File: config.mk
export PLATFORM = sky130hd
export DESIGN_NAME = clock_timer_pin_control
export DESIGN_NICKNAME = d
export VERILOG_FILES = /design/src/rtl/clock_timer_pkg.sv /design/src/rtl/pulse_if.sv /design/src/rtl/timer_pulse_shaper.sv /design/src/rtl/clock_timer_pin_control.sv
export SDC_FILE = /design/constraint.sdc
export NUM_CORES = 1
export LEC_CHECK = 0
export ABC_CLOCK_PERIOD_IN_PS = 1700
export BUFFER_PORTS_ARGS = -buffer_cell sky130_fd_sc_hd__buf_2
export CORE_MARGIN = 2
export CORE_UTILIZATION = 28
export CTS_CLUSTER_DIAMETER = 200
export DETAILED_ROUTE_END_ITERATION = 8
export PLACE_DENSITY_LB_ADDON = 0.2
export RECOVER_POWER = 25
export SLEW_MARGIN = 0
export SYNTH_ARGS = -nofsm -noshare
export SYNTH_HDL_FRONTEND = slang
export SYNTH_SLANG_ARGS = --single-unit
File: constraint.sdc
create_clock -name CLK -period 1.7 [get_ports CLK]
set_input_delay 0.085 -clock CLK [delete_from_list [all_inputs] [get_ports CLK]]
set_output_delay 0.085 -clock CLK [all_outputs]
set_load 0.05 [all_outputs]
File: src/rtl/clock_timer_pkg.sv
package clock_timer_pkg;
  localparam int unsigned CLK_HZ = 50000000;
  localparam int unsigned MACHINE_CLOCK_HZ = 12500000;
  localparam int unsigned HALF_CYCLE_COUNT = CLK_HZ / (2 * MACHINE_CLOCK_HZ);
  localparam int DIV_W = 4;
  localparam logic [DIV_W-1:0] DIV_LAST = DIV_W'(HALF_CYCLE_COUNT - 1);
  localparam logic [DIV_W-1:0] DIV_RESET = 4'h0;
  localparam int MODE_W = 3;
  localparam logic [MODE_W-1:0] MODE_RESET = 3'h0;
  localparam logic OE_DRIVE_N = 1'h0;
endpackage : clock_timer_pkg

File: src/rtl/pulse_if.sv
`timescale 1ns/1ps
interface pulse_if;
  logic rise_en;
  logic underflow;
  logic pulse;
  modport shaper (input rise_en, input underflow, output pulse);
  modport top (output rise_en, output underflow, input pulse);
endinterface : pulse_if

File: src/rtl/timer_pulse_shaper.sv
`timescale 1ns/1ps
module timer_pulse_shaper
  import clock_timer_pkg::*;
(
  input wire logic clk,
  input wire logic rst,
  pulse_if.shaper link
);
  logic pending_q;
  logic pulse_q;
  logic pending_d;

  // A new underflow in the launch cycle stays pending, so none is lost
  assign pending_d = link.underflow | (pending_q & ~link.rise_en);

  always_ff @(posedge clk or posedge rst) begin
    if (rst) begin
      pending_q <= 1'h0;
      pulse_q <= 1'h0;
    end else begin
      pending_q <= pending_d;
      if (link.rise_en) begin
        pulse_q <= pending_q; // RULE_12
      end
    end
  end

  assign link.pulse = pulse_q;
endmodule : timer_pulse_shaper

File: src/rtl/clock_timer_pin_control.sv
`timescale 1ns/1ps
// Overview of operation
// RULE_01 - Machine clock output toggles at machine-cycle rate; cycles start on rising edges.
// RULE_02 - Global output-disable low puts machine clock output in high impedance.
// RULE_03 - Clock-mode select inputs are captured while reset is low, initialising mode.
// RULE_04 - After reset release software may overwrite the clock mode.
// RULE_05 - Select input changes after reset release are ignored until next reset.
// RULE_06 - Oscillator input pin serves as clock source when internal oscillator unused.
// RULE_07 - Crystal drive output stays driven even while outputs are disabled.
// RULE_08 - Timer A underflow gives a pulse on the first timer output pin.
// RULE_09 - Timer B underflow gives a pulse one machine clock cycle wide.
// RULE_10 - Timer B pulse shares pin with host-port interrupt; shown only when port disabled.
// RULE_11 - Output-disable low puts both timer output pins in high impedance.
// RULE_12 - Timer pulses start on a machine clock rising edge, end on the next.
module clock_timer_pin_control
  import clock_timer_pkg::*;
(
  input wire logic CLK,
  input wire logic SYS_RST,
  input wire logic RESET_N,
  input wire logic [MODE_W-1:0] CLOCK_MODE_SELECT,
  input wire logic SW_MODE_WRITE,
  input wire logic [MODE_W-1:0] SW_MODE_VALUE,
  input wire logic OUTPUT_DISABLE_N,
  input wire logic OSCILLATOR_INPUT,
  input wire logic INTERNAL_OSC_ENABLE,
  input wire logic TIMER_A_UNDERFLOW,
  input wire logic TIMER_B_UNDERFLOW,
  input wire logic HOST_PORT_ENABLE,
  input wire logic HOST_PORT_INTERRUPT_IN,
  output logic MACHINE_CLOCK_OUT,
  output logic MACHINE_CLOCK_OUT_OE_N,
  output logic CRYSTAL_DRIVE_OUT,
  output logic CRYSTAL_DRIVE_OUT_OE_N,
  output logic TIMER_A_PULSE_OUT,
  output logic TIMER_A_PULSE_OUT_OE_N,
  output logic TIMER_B_PULSE_OUT,
  output logic TIMER_B_PULSE_OUT_OE_N,
  output logic [MODE_W-1:0] CLOCK_MODE,
  output logic CLOCK_SOURCE
);
  logic [DIV_W-1:0] div_q;
  logic [DIV_W-1:0] div_d;
  logic mclk_q;
  logic [MODE_W-1:0] mode_q;
  logic [MODE_W-1:0] mode_d;
  logic crystal_q;
  logic source_q;
  logic shared_q;
  wire div_end;
  wire rise_en;
  wire pre_rise_en;
  wire disabled;

  pulse_if timer_a_link ();
  pulse_if timer_b_link ();

  assign div_end = (div_q == DIV_LAST);
  assign div_d = div_end ? DIV_RESET : div_q + 4'h1;
  // The enable marks the CLK edge on which the machine clock goes high
  assign rise_en = div_end & ~mclk_q;
  // One CLK ahead of the rise, so the registered shared pin lines up with the machine clock edge
  assign pre_rise_en = (div_q == DIV_LAST - 4'h1) & ~mclk_q;
  assign disabled = ~OUTPUT_DISABLE_N;

  always_ff @(posedge CLK or posedge SYS_RST) begin
    if (SYS_RST) begin
      div_q <= DIV_RESET;
      mclk_q <= 1'h0;
    end else begin
      div_q <= div_d;
      if (div_end) begin
        mclk_q <= ~mclk_q; // RULE_01
      end
    end
  end

  // Reset pin level wins; software writes count only once reset is released
  assign mode_d = ~RESET_N ? CLOCK_MODE_SELECT : // RULE_03
                  SW_MODE_WRITE ? SW_MODE_VALUE : // RULE_04
                  mode_q; // RULE_05

  always_ff @(posedge CLK or posedge SYS_RST) begin
    if (SYS_RST) begin
      mode_q <= MODE_RESET;
    end else begin
      mode_q <= mode_d;
    end
  end

  // Inverting drive models the crystal amplifier; idle low when unused
  always_ff @(posedge CLK or posedge SYS_RST) begin
    if (SYS_RST) begin
      crystal_q <= 1'h0;
      source_q <= 1'h0;
    end else begin
      crystal_q <= INTERNAL_OSC_ENABLE & ~OSCILLATOR_INPUT;
      source_q <= OSCILLATOR_INPUT; // RULE_06
    end
  end

  assign timer_a_link.rise_en = rise_en;
  assign timer_a_link.underflow = TIMER_A_UNDERFLOW;
  assign timer_b_link.rise_en = pre_rise_en; // RULE_12
  assign timer_b_link.underflow = TIMER_B_UNDERFLOW;

  timer_pulse_shaper timer_a_shaper (
    .clk(CLK),
    .rst(SYS_RST),
    .link(timer_a_link.shaper)
  );

  timer_pulse_shaper timer_b_shaper (
    .clk(CLK),
    .rst(SYS_RST),
    .link(timer_b_link.shaper)
  );

  // Registered so the shared pin carries no mux glitch
  always_ff @(posedge CLK or posedge SYS_RST) begin
    if (SYS_RST) begin
      shared_q <= 1'h0;
    end else begin
      shared_q <= HOST_PORT_ENABLE ? HOST_PORT_INTERRUPT_IN : timer_b_link.pulse; // RULE_10
    end
  end

  assign MACHINE_CLOCK_OUT = mclk_q;
  assign MACHINE_CLOCK_OUT_OE_N = disabled; // RULE_02
  assign CRYSTAL_DRIVE_OUT = crystal_q;
  assign CRYSTAL_DRIVE_OUT_OE_N = OE_DRIVE_N; // RULE_07
  assign TIMER_A_PULSE_OUT = timer_a_link.pulse; // RULE_08
  assign TIMER_A_PULSE_OUT_OE_N = disabled; // RULE_11
  // Host interrupt lags its input by one CLK; the timer pulse still spans one machine cycle
  assign TIMER_B_PULSE_OUT = shared_q; // RULE_09
  assign TIMER_B_PULSE_OUT_OE_N = disabled; // RULE_11
  assign CLOCK_MODE = mode_q;
  assign CLOCK_SOURCE = source_q;
endmodule : clock_timer_pin_control

==> results of run 1 <==
## state kept, by name (all words and copies together), names as in the netlist
name / flops
CLOCK_MODE: 3
CLOCK_SOURCE: 1
CRYSTAL_DRIVE_OUT: 1
MACHINE_CLOCK_OUT: 1
TIMER_B_PULSE_OUT: 1
div_q: 4
timer_a_shaper.link.pulse: 1
timer_a_shaper.pending_q: 1
timer_b_shaper.link.pulse: 1
timer_b_shaper.pending_q: 1
## repair_timing
item | CTS | global route
hold buffers | 4 | 0
hold endpoints to repair | 19 | 0
setup endpoints to repair | 0 | 0
## metrics by stage
step / hold WS [ps] / util (%) / instance area [µm²]
global placement: 169 / 35.8 / 776
floorplan: -13.5 / - / 628
global route: 24.2 / 38.6 / 838
CTS: 19.8 / 38.9 / 843
finish: 30.9 / 38.6 / 838
detailed placement: 177 / 35.8 / 776
## cell type report
| class | count | share of cell area (%) |
|---|---|---|
| repair buffers | 31 | 20.3 |
| multi-input cells | 29 | 25.7 |
| clock buffers | 3 | 2.69 |
| clock inverters | 1 | 0.597 |
| well taps | 28 | 4.18 |
| flip-flops and latches | 15 | 44.8 |
| inverters | 4 | 1.79 |
## Yosys cell counts
cell type and number:
mux2i_1 4, xnor2_1 2, mux2_4 1, inv_1 4
a21o_2 1, buf_4 3, nor2b_4 1, o21ai_0 1
nor2b_1 1, xor2_1 1, conb_1 1, a21oi_1 3
mux2_2 2, o21bai_1 1, nand2_1 2, dfrtp_1 15
nor3_2 1, nor2_1 4, nor3_1 1, nand3_1 1
nand2b_2 1
## kinds of logic (layout without fill, tap and decap cells)
group,count (synthesis),after routing,synth area share (%)
mux,7,7,12.3
compound gates,6,6,5.78
flops,15,15,59.8
buf+inv,7,39,5.98
xor+xnor,3,3,4.18
other cells,1,1,0.597
simple gates,12,12,11.4
## worst min path at each step
stage                        endpoint                   start  cells past startpoint
finish                  CLOCK_MODE[1]                 RESET_N                      2
CTS                 TIMER_B_PULSE_OUT  HOST_PORT_INTERRUPT_IN                      2
floorplan               CLOCK_MODE[0]                 SYS_RST                      1
global route        TIMER_B_PULSE_OUT  HOST_PORT_INTERRUPT_IN                      2
global placement    TIMER_B_PULSE_OUT                 SYS_RST                      2
detailed placement  TIMER_B_PULSE_OUT                 SYS_RST                      2
## worst reg2reg max path: cells and delay by family, from the launching register on
kind	cells	cell delay (ps)
DFF	1	430
muxes	1	340
and+or+nand+nor	2	400
## routing by layer
layer / global-route usage, % / vias up / routed length, µm
met1: 10.0 / 195 / 450
met2: 16.0 / 19 / 539
met5: 0 / - / 0
met4: 5.26 / 0 / 0
li1: - / 226 / -
met3: 2.92 / 0 / 116
## where the power goes
group          internal, mW  total (mW)  switching (mW)
combinational        0.0394       0.125          0.0858
sequential            0.370       0.375         0.00496
clock                0.0872       0.202           0.114
==> results.tsv, run 1 <==
stage	metric	value	unit
timing	Setup Skew	2.79	ps
route	total routed wirelength	1110	µm
layout	nets@finish	101	
flow_run	max cap viols	0	
yosys	sequential-to-total area share from yosys stat	59.8	%
floorplanning	# rows	17	
timing	Slew headroom	60.1	%
yosys	Post-Syn Instances	51	
global_routing	largest net degree at the start of global routing	16	
layout	register area	375	µm²
layout	commonest non-fill, non-tap cells in the layout	23 x buf_2, 15 x dfrtp_1	
cts	CTS sink count	15	
yosys	Post-Synthesis Cell Area	628	µm²
yosys	Synth Register Bits	15	
timing	Tightest Pin Transition	600	ps
cts	clk_lat worst skew	280	ps
worst_setup_path	Reg-to-Reg End	timer_a_shaper.link.pulse	
place	dpl hpwl	806	µm
floorplanning	initial core utilization	29.0	%
yosys	Area contributors post-synth	dfrtp_1 60%, mux2i_1 6.4%, buf_4 3.6%	
worst_setup_path	FF-to-FF path depth	3	
layout	Final Instance Count excl. Fillers	111	
place	Placed Cells	103	
global_routing	total track usage	9.33	%
yosys	Yosys top cell by area	dfrtp_1	
cts	Post-CTS Setup Inserts	0	
floorplanning	IO Pins	29	
timing	final count of pins violating max slew	0	
route	vias per inst	3.96	
floorplanning	die width	51.4	µm
yosys	Synth cell types	21	
cts	Post-CTS Resized	0	
worst_setup_path	critical path depth	3	
status	status	finished clean	
cts	CTS tree	built	
worst_setup_path	max incr delay on CP	430	ps
yosys	share of the synthesized area in the top cell type	59.8	%
timing	min cycle time layout	1280	ps
hold_path	Hold WC Path Type	in -> reg	
global_routing	number of global-route vias before repair	427	
power_and_ir_drop	PD cells	837	nW/µm²
power_and_ir_drop	post-route total power	0.702	mW
worst_setup_path	Crit-path slowest cell	dfrtp_1	
global_routing	gr ovfl total	0	
worst_setup_path	CP delay by family, top	flip-flops	
worst_setup_path	Critical Path RT	1870	ps
power_and_ir_drop	VDD IR-drop max	0.324	mV
layout	ratio of cells with drive above 1 in the final layout	41.0	%
floorplanning	Die Ht	51.4	µm
cts	CTS Root Cell	clkbuf_4	
cts	Num CTS Buffers	3	
layout	# diodes	0	
timing	TNS Setup	0	ps
worst_setup_path	Critical Path Sink Type	flop	
floorplanning	CORE AREA	2170	µm²
yosys	syn_area_per_cell	12.3	µm²
route	per-cell routed wire length	9.96	µm
timing	slack of the critical path	422	ps
route	Vias	440	
place	PortBufs	27	
timing	Final setup viols	0	
layout	Multi-input gate area	215	µm²
yosys	Net Count, Synth	68	
floorplanning	Die ar.	2640	µm²
worst_setup_path	Setup CP Type	reg -> reg	
route	# DRC	0	
timing	Final period util	75.1	%
worst_setup_path	worst setup path endpoint	timer_a_shaper.link.pulse	
cts	clock tree buffer depth	2	
global_routing	initial antenna violation count	0	
global_routing	first-pass GRT wire length	1760	µm
worst_setup_path	crit path launch	div_q[2]	
worst_setup_path	Buf/Inv on CP	0	
route	DRT Pass-1 Iters	2	
cts	clock-pin transition on the worst setup and hold timing paths	90	ps
worst_setup_path	flop-to-flop setup slack	420	ps
layout	area growth from synthesis to layout	33.5	%
layout	fillers	238	
layout	leading cell type in the layout, fill and taps excluded	buf_2	
timing	Fmax	0.783	GHz
place	pre-CTS WS	438	ps
yosys	Synth warnings	0	
worst_setup_path	Max FO, Critical Path	5	
timing	Final Hold Fails	0	
worst_setup_path	startpoint class of the critical path	flop	
cts	H-tree depth	1	
worst_setup_path	critical path data arrival time	1450	ps
power_and_ir_drop	Leak	0.427	nW
route	DR iter-0 viols	5	
worst_setup_path	r2r startpoint	div_q[2]	
worst_setup_path	crit path cell chain	nor3_2 > nor2b_4 > mux2_2	
timing	RSZ-0062 raised after global routing	no	
place	Placer Congestion	0.698	
route	number of routed nets with antenna violations	0	
No activity file was read; power rests on OpenSTA's default activity.
==> inputs of run 2 (changes only) <==
ABC_AREA = 1   (was unset)
ABC_CLOCK_PERIOD_IN_PS = 1100   (was 1700)
clock period = 1.1 ns   (was 1.7 ns; I/O delays follow)
==> results.tsv, run 2 <==
stage	metric	value	unit	change
timing	Setup Skew	5.60	ps	+2.81 ps
cts	CTS Root Cell	clkbuf_4		
floorplanning	initial core utilization	29.2	%	+0.29 points
yosys	EDFF count, synth	0		unchanged
floorplanning	CORE AREA	2190	µm²	+0.98%
worst_setup_path	r2r startpoint	div_q[2]		
route	DRT Pass-1 Iters	4		+2
global_routing	first-pass GRT wire length	2010	µm	+14%
route	# DRC	0		unchanged
cts	clk_lat worst skew	280	ps	about the same
timing	Final Hold Fails	0		unchanged
power_and_ir_drop	PD cells	1230	nW/µm²	+47%
timing	final count of pins violating max slew	0		unchanged
floorplanning	# rows	17		unchanged
timing	Fmax	1.04	GHz	
worst_setup_path	flop-to-flop setup slack	160	ps	-260 ps
worst_setup_path	Critical Path RT	1040	ps	-830 ps
layout	max reg flops	4		unchanged
timing	min cycle time layout	966	ps	
cts	Post-CTS Setup Inserts	0		unchanged
global_routing	total track usage	10.3	%	+0.99 points
layout	Top reg by flops	div_q		
yosys	Area contributors post-synth	dfrtp_1 59%, nand2_1 11%, nand3_1 6.3%		
floorplanning	Die ar.	2690	µm²	+1.8%
yosys	share of the synthesized area in the top cell type	58.6	%	-1.2 points
power_and_ir_drop	Leak	0.488	nW	+14%
cts	CTS sink count	15		unchanged
yosys	cell with the most instances after synthesis	nand2_1		
yosys	Post-Syn Instances	68		+33%
yosys	Net Count, Synth	85		+25%
floorplanning	Die Ht	51.8	µm	+0.92%
worst_setup_path	Max FO, Critical Path	3		-2
cts	H-tree depth	1		unchanged
yosys	sequential-to-total area share from yosys stat	58.6	%	-1.2 points
worst_setup_path	FF-to-FF path depth	4		+1
global_routing	initial antenna violation count	0		unchanged
worst_setup_path	Buf/Inv on CP	1		+1
yosys	async set or reset register ratio after synthesis	100	%	unchanged
worst_setup_path	critical path data arrival time	910	ps	-540 ps
yosys	Synth warnings	0		unchanged
yosys	syn_area_per_cell	9.42	µm²	-24%
route	per-cell routed wire length	9.02	µm	-9.5%
route	number of routed nets with antenna violations	0		unchanged
worst_setup_path	startpoint class of the critical path	flop		
timing	TNS Setup	0	ps	unchanged
floorplanning	IO Pins	29		unchanged
worst_setup_path	Setup CP Type	reg -> out		
status	status	finished clean		
yosys	Synth Flop Type	dfrtp_1		
yosys	Yosys top cell by area	dfrtp_1		
hold_path	Hold Startpoint	CLOCK_MODE_SELECT[2]		
cts	clock-pin transition on the worst setup and hold timing paths	90	ps	about the same
yosys	Synth cell types	16		-24%
worst_setup_path	Critical Path Sink Type	output port		
yosys	synth cell count leaders	18 x nand2_1, 15 x dfrtp_1, 9 x inv_1		
place	dpl hpwl	878	µm	+9.0%
worst_setup_path	Reg-to-Reg End	timer_b_shaper.pending_q		
layout	area growth from synthesis to layout	38.9	%	
timing	RSZ-0062 raised after global routing	no		
hold_path	Hold Crit Depth	3		+1
timing	Final setup viols	0		unchanged
place	PortBufs	27		unchanged
layout	# diodes	0		unchanged
cts	clock tree buffer depth	2		unchanged
layout	leading cell type in the layout, fill and taps excluded	buf_2		
cts	Num CTS Buffers	3		unchanged
timing	Final period util	87.8	%	
worst_setup_path	max incr delay on CP	370	ps	-60 ps
worst_setup_path	Crit-path slowest cell	dfrtp_1		
floorplanning	die width	51.8	µm	+0.92%
cts	CTS tree	built		
route	DR iter-0 viols	2		-3
power_and_ir_drop	VDD IR-drop max	0.704	mV	+120%
global_routing	largest net degree at the start of global routing	16		unchanged
route	vias per inst	4.08		+2.8%
hold_path	Hold WC Path Type	in -> reg		
worst_setup_path	crit path cell chain	buf_2		
cts	Post-CTS Resized	0		unchanged
place	Placer Congestion	0.722		+3.5%
layout	ratio of cells with drive above 1 in the final layout	34.6	%	-6.3 points
yosys	Post-Synthesis Cell Area	641	µm²	+2.0%
route	total routed wirelength	1190	µm	+7.6%
global_routing	number of global-route vias before repair	529		+24%
worst_setup_path	CP delay by family, top	flip-flops		
layout	nets@finish	122		+21%
layout	commonest non-fill, non-tap cells in the layout	27 x buf_2, 18 x nand2_1, 15 x dfrtp_1, 9 x inv_1, 8 x nand3_1		
yosys	Synth Register Bits	15		unchanged
route	Vias	538		+22%
power_and_ir_drop	post-route total power	1.09	mW	+56%
hold_path	Hold EP	CLOCK_MODE[2]		
flow_run	max cap viols	0		unchanged
global_routing	gr ovfl total	0		unchanged
run 2: changes by cell type in the layout (fill, tap and decap cells not counted), moves of 2 or more:
cell,delta
nand3_1,+7
inv_1,+5
dlygate4sd3_1,+3
nor2_4,+2
buf_2,+4
clkbuf_1,-3
nand2_1,+16
nand4_1,+2
mux2i_1,-4
a21oi_1,-3
run 2: final cells by class:
class / count / area [µm²]
fill: 222 / 1300
clock buffer: 4 / 26.3
tap: 28 / 35.0
sequential: 15 / 375
inverter: 10 / 37.5
multi-input combinational: 40 / 205
timing repair buffer: 35 / 210
run 2: cells by family (layout without fill, tap and decap cells):
logic type             count (synthesis)  after routing  synth area share, %
buffers and inverters                 13             49                 9.37
AO/OA/AOI/OAI                          3              3                 2.73
flip-flops                            15             15                 58.6
other                                  1              1                0.585
AND/OR/NAND/NOR                       34             34                 25.6
multiplexers                           1              1                 1.76
XOR/XNOR                               1              1                 1.37
run 2: worst min-delay path, delay by kind of cell:
kind          cells  cell delay [ps]
simple gates      2              120
buf+inv           1               70
run 2: metal layers:
metal	track usage, %	share of wire (%)
met1	12.1	46
met2	16.9	48
met3	2.59	4.9
met4	6.14	1.2
met5	0	0
run 2: worst max-delay path by stage:
stage	startpoint	to	slack (ps)	cells past startpoint
after floorplan	MACHINE_CLOCK_OUT	timer_a_shaper.link.pulse	30	4
after global placement	div_q[1]	timer_b_shaper.pending_q	180	4
after detailed placement	div_q[2]	timer_b_shaper.pending_q	170	4
after CTS	MACHINE_CLOCK_OUT	MACHINE_CLOCK_OUT	110	1
after global routing	MACHINE_CLOCK_OUT	MACHINE_CLOCK_OUT	80	1
final	MACHINE_CLOCK_OUT	MACHINE_CLOCK_OUT	130	1
run 2: metrics by stage:
stage                     setup slack, ps  util (%)  cells  instance area (µm²)  hold WS (ps)
final                                 134      40.6    132                  890          4.58
after global routing                 82.7      40.6    132                  890          2.82
after CTS                             108      40.7    132                  892         0.184
after detailed placement              170      36.3    121                  796          66.7
after global placement                179      36.3    121                  796          63.6
after floorplan                      34.5         -     68                  641         -43.5
run 2: report_power, final:
part           total [mW]  switching, mW  leakage [nW]  internal (mW)
combinational       0.204          0.138         0.297         0.0662
sequential          0.581        0.00881         0.176          0.572
clock               0.308          0.168        0.0150          0.140
run 2: repair_timing:
item                                    CTS  global route
endpoints found under the setup margin    0             0
hold buffers                              7             0
hold endpoints to repair                 21             0
==> inputs of run 3 (changes only) <==
CORE_MARGIN = 5   (was 2)
==> results.tsv, run 3 (synthesized netlist as in run 2, its figures left out) <==
stage	metric	value	unit	change
worst_setup_path	Crit-path slowest cell	dfrtp_1		
power_and_ir_drop	Leak	0.505	nW	+3.4%
timing	Setup Skew	0.696	ps	-4.90 ps
worst_setup_path	Critical Path RT	1040	ps	about the same
worst_setup_path	flop-to-flop setup slack	160	ps	about the same
layout	max reg flops	4		unchanged
timing	Final period util	89.9	%	+2.1 points
global_routing	total track usage	8.97	%	-1.3 points
power_and_ir_drop	VDD IR-drop max	0.747	mV	+6.1%
global_routing	gr ovfl total	0		unchanged
cts	clk_lat worst skew	280	ps	about the same
timing	RSZ-0062 raised after global routing	no		
worst_setup_path	Max FO, Critical Path	3		unchanged
timing	Final setup viols	0		unchanged
floorplanning	CORE AREA	2190	µm²	unchanged
cts	CTS Root Cell	clkbuf_4		
floorplanning	Die Ht	57.8	µm	+12%
worst_setup_path	Reg-to-Reg End	timer_b_shaper.pending_q		
place	Placer Congestion	0.700		-3.1%
cts	Num CTS Buffers	3		unchanged
worst_setup_path	max incr delay on CP	380	ps	about the same
timing	final count of pins violating max slew	0		unchanged
layout	nets@finish	126		+3.3%
worst_setup_path	startpoint class of the critical path	flop		
cts	CTS sink count	15		unchanged
global_routing	initial antenna violation count	0		unchanged
worst_setup_path	Critical Path Sink Type	output port		
layout	Top reg by flops	div_q		
cts	CTS tree	built		
timing	min cycle time layout	989	ps	+22.8 ps
layout	ratio of cells with drive above 1 in the final layout	33.3	%	-1.3 points
worst_setup_path	critical path data arrival time	930	ps	+20 ps
worst_setup_path	FF-to-FF path depth	4		unchanged
global_routing	first-pass GRT wire length	2260	µm	+12%
global_routing	largest net degree at the start of global routing	16		unchanged
place	Area after DPL	796	µm²	unchanged
worst_setup_path	crit path cell chain	buf_2		
worst_setup_path	crit path launch	MACHINE_CLOCK_OUT		
worst_setup_path	CP delay by family, top	flip-flops		
status	status	finished clean		
route	# DRC	0		unchanged
route	DRT Pass-1 Iters	4		unchanged
worst_setup_path	critical path depth	1		unchanged
timing	TNS Setup	0	ps	unchanged
route	vias per inst	4.18		+2.5%
place	dpl hpwl	969	µm	+10%
worst_setup_path	worst setup path endpoint	MACHINE_CLOCK_OUT		
layout	area growth from synthesis to layout	45.1	%	
floorplanning	# rows	17		unchanged
route	DR iter-0 viols	8		+6
worst_setup_path	Setup CP Type	reg -> out		
cts	Post-CTS Setup Inserts	0		unchanged
route	per-cell routed wire length	9.76	µm	+8.2%
layout	leading cell type in the layout, fill and taps excluded	buf_2		
global_routing	number of global-route vias before repair	569		+7.6%
cts	H-tree depth	1		unchanged
timing	Fmax	1.01	GHz	-2.3%
floorplanning	IO Pins	29		unchanged
floorplanning	initial core utilization	29.2	%	unchanged
layout	commonest non-fill, non-tap cells in the layout	26 x buf_2, 18 x nand2_1, 15 x dfrtp_1, 11 x dlygate4sd3_1, 9 x inv_1		
cts	clock-pin transition on the worst setup and hold timing paths	90	ps	about the same
worst_setup_path	r2r startpoint	div_q[1]		
cts	Post-CTS Resized	0		unchanged
timing	Final Hold Fails	0		unchanged
hold_path	Hold WC Path Type	in -> reg		
worst_setup_path	Buf/Inv on CP	1		unchanged
flow_run	max cap viols	0		unchanged
route	total routed wirelength	1330	µm	+12%
cts	hold_buf cts	11		+4
floorplanning	die width	57.8	µm	+12%
place	PortBufs	27		unchanged
route	number of routed nets with antenna violations	0		unchanged
floorplanning	Die ar.	3340	µm²	+24%
layout	# diodes	0		unchanged
layout	design area	930	µm²	+4.5%
route	Vias	568		+5.6%
power_and_ir_drop	PD cells	1200	nW/µm²	-2.6%
cts	clock tree buffer depth	2		unchanged
## run 3: per-stage QoR
step | cells | hold slack (ps) | setup slack [ps] | total power, mW | utilization (%)
finish | 136 | 26.6 | 111 | 1.11 | 42.4
global route | 136 | 35.2 | 75.6 | 1.17 | 42.4
CTS | 136 | 9.55 | 93.8 | 1.14 | 42.6
detailed placement | 121 | 65.5 | 175 | 0.781 | 36.3
global placement | 121 | 63.1 | 179 | 0.780 | 36.3
floorplan | 68 | -43.5 | 34.5 | 0.724 | -
## run 3: worst register-to-register path, delay by kind of cell, from the launching register on
kind	cells	cell delay, ps
flops	1	440
simple gates	4	400
## run 3: worst min-delay path by stage
stage                           startpoint           endpoint  slack [ps]  cells after the start
after global routing      SW_MODE_VALUE[2]      CLOCK_MODE[2]          40                      3
after CTS                 SW_MODE_VALUE[2]      CLOCK_MODE[2]          10                      3
after floorplan                    SYS_RST      CLOCK_MODE[0]         -40                      1
after global placement             SYS_RST       CLOCK_SOURCE          60                      3
final                     SW_MODE_VALUE[2]      CLOCK_MODE[2]          30                      3
after detailed placement           SYS_RST  CRYSTAL_DRIVE_OUT          70                      3
## run 3: report_power, final
part	internal, mW	total [mW]	switching, mW
Combinational	0.0749	0.215	0.140
Sequential	0.572	0.580	0.00850
Clock	0.135	0.317	0.182
## run 3: layout make-up
class                      instances  area, µm²
fill                             216       1260
sequential                        15        375
timing repair buffer              39        249
multi-input combinational         40        205
inverter                          10       37.5
tap                               28       35.0
clock buffer                       3       22.5
clock inverter                     1       5.00
## run 3: metal layers
layer	routed length [µm]	global-route usage (%)	up-vias	part of all wire [%]
li1	-	-	290	-
met5	0	0	-	0
met3	114	2.45	5	8.6
met4	49	6.95	0	3.7
met2	607	14.0	24	46
met1	555	10.3	249	42
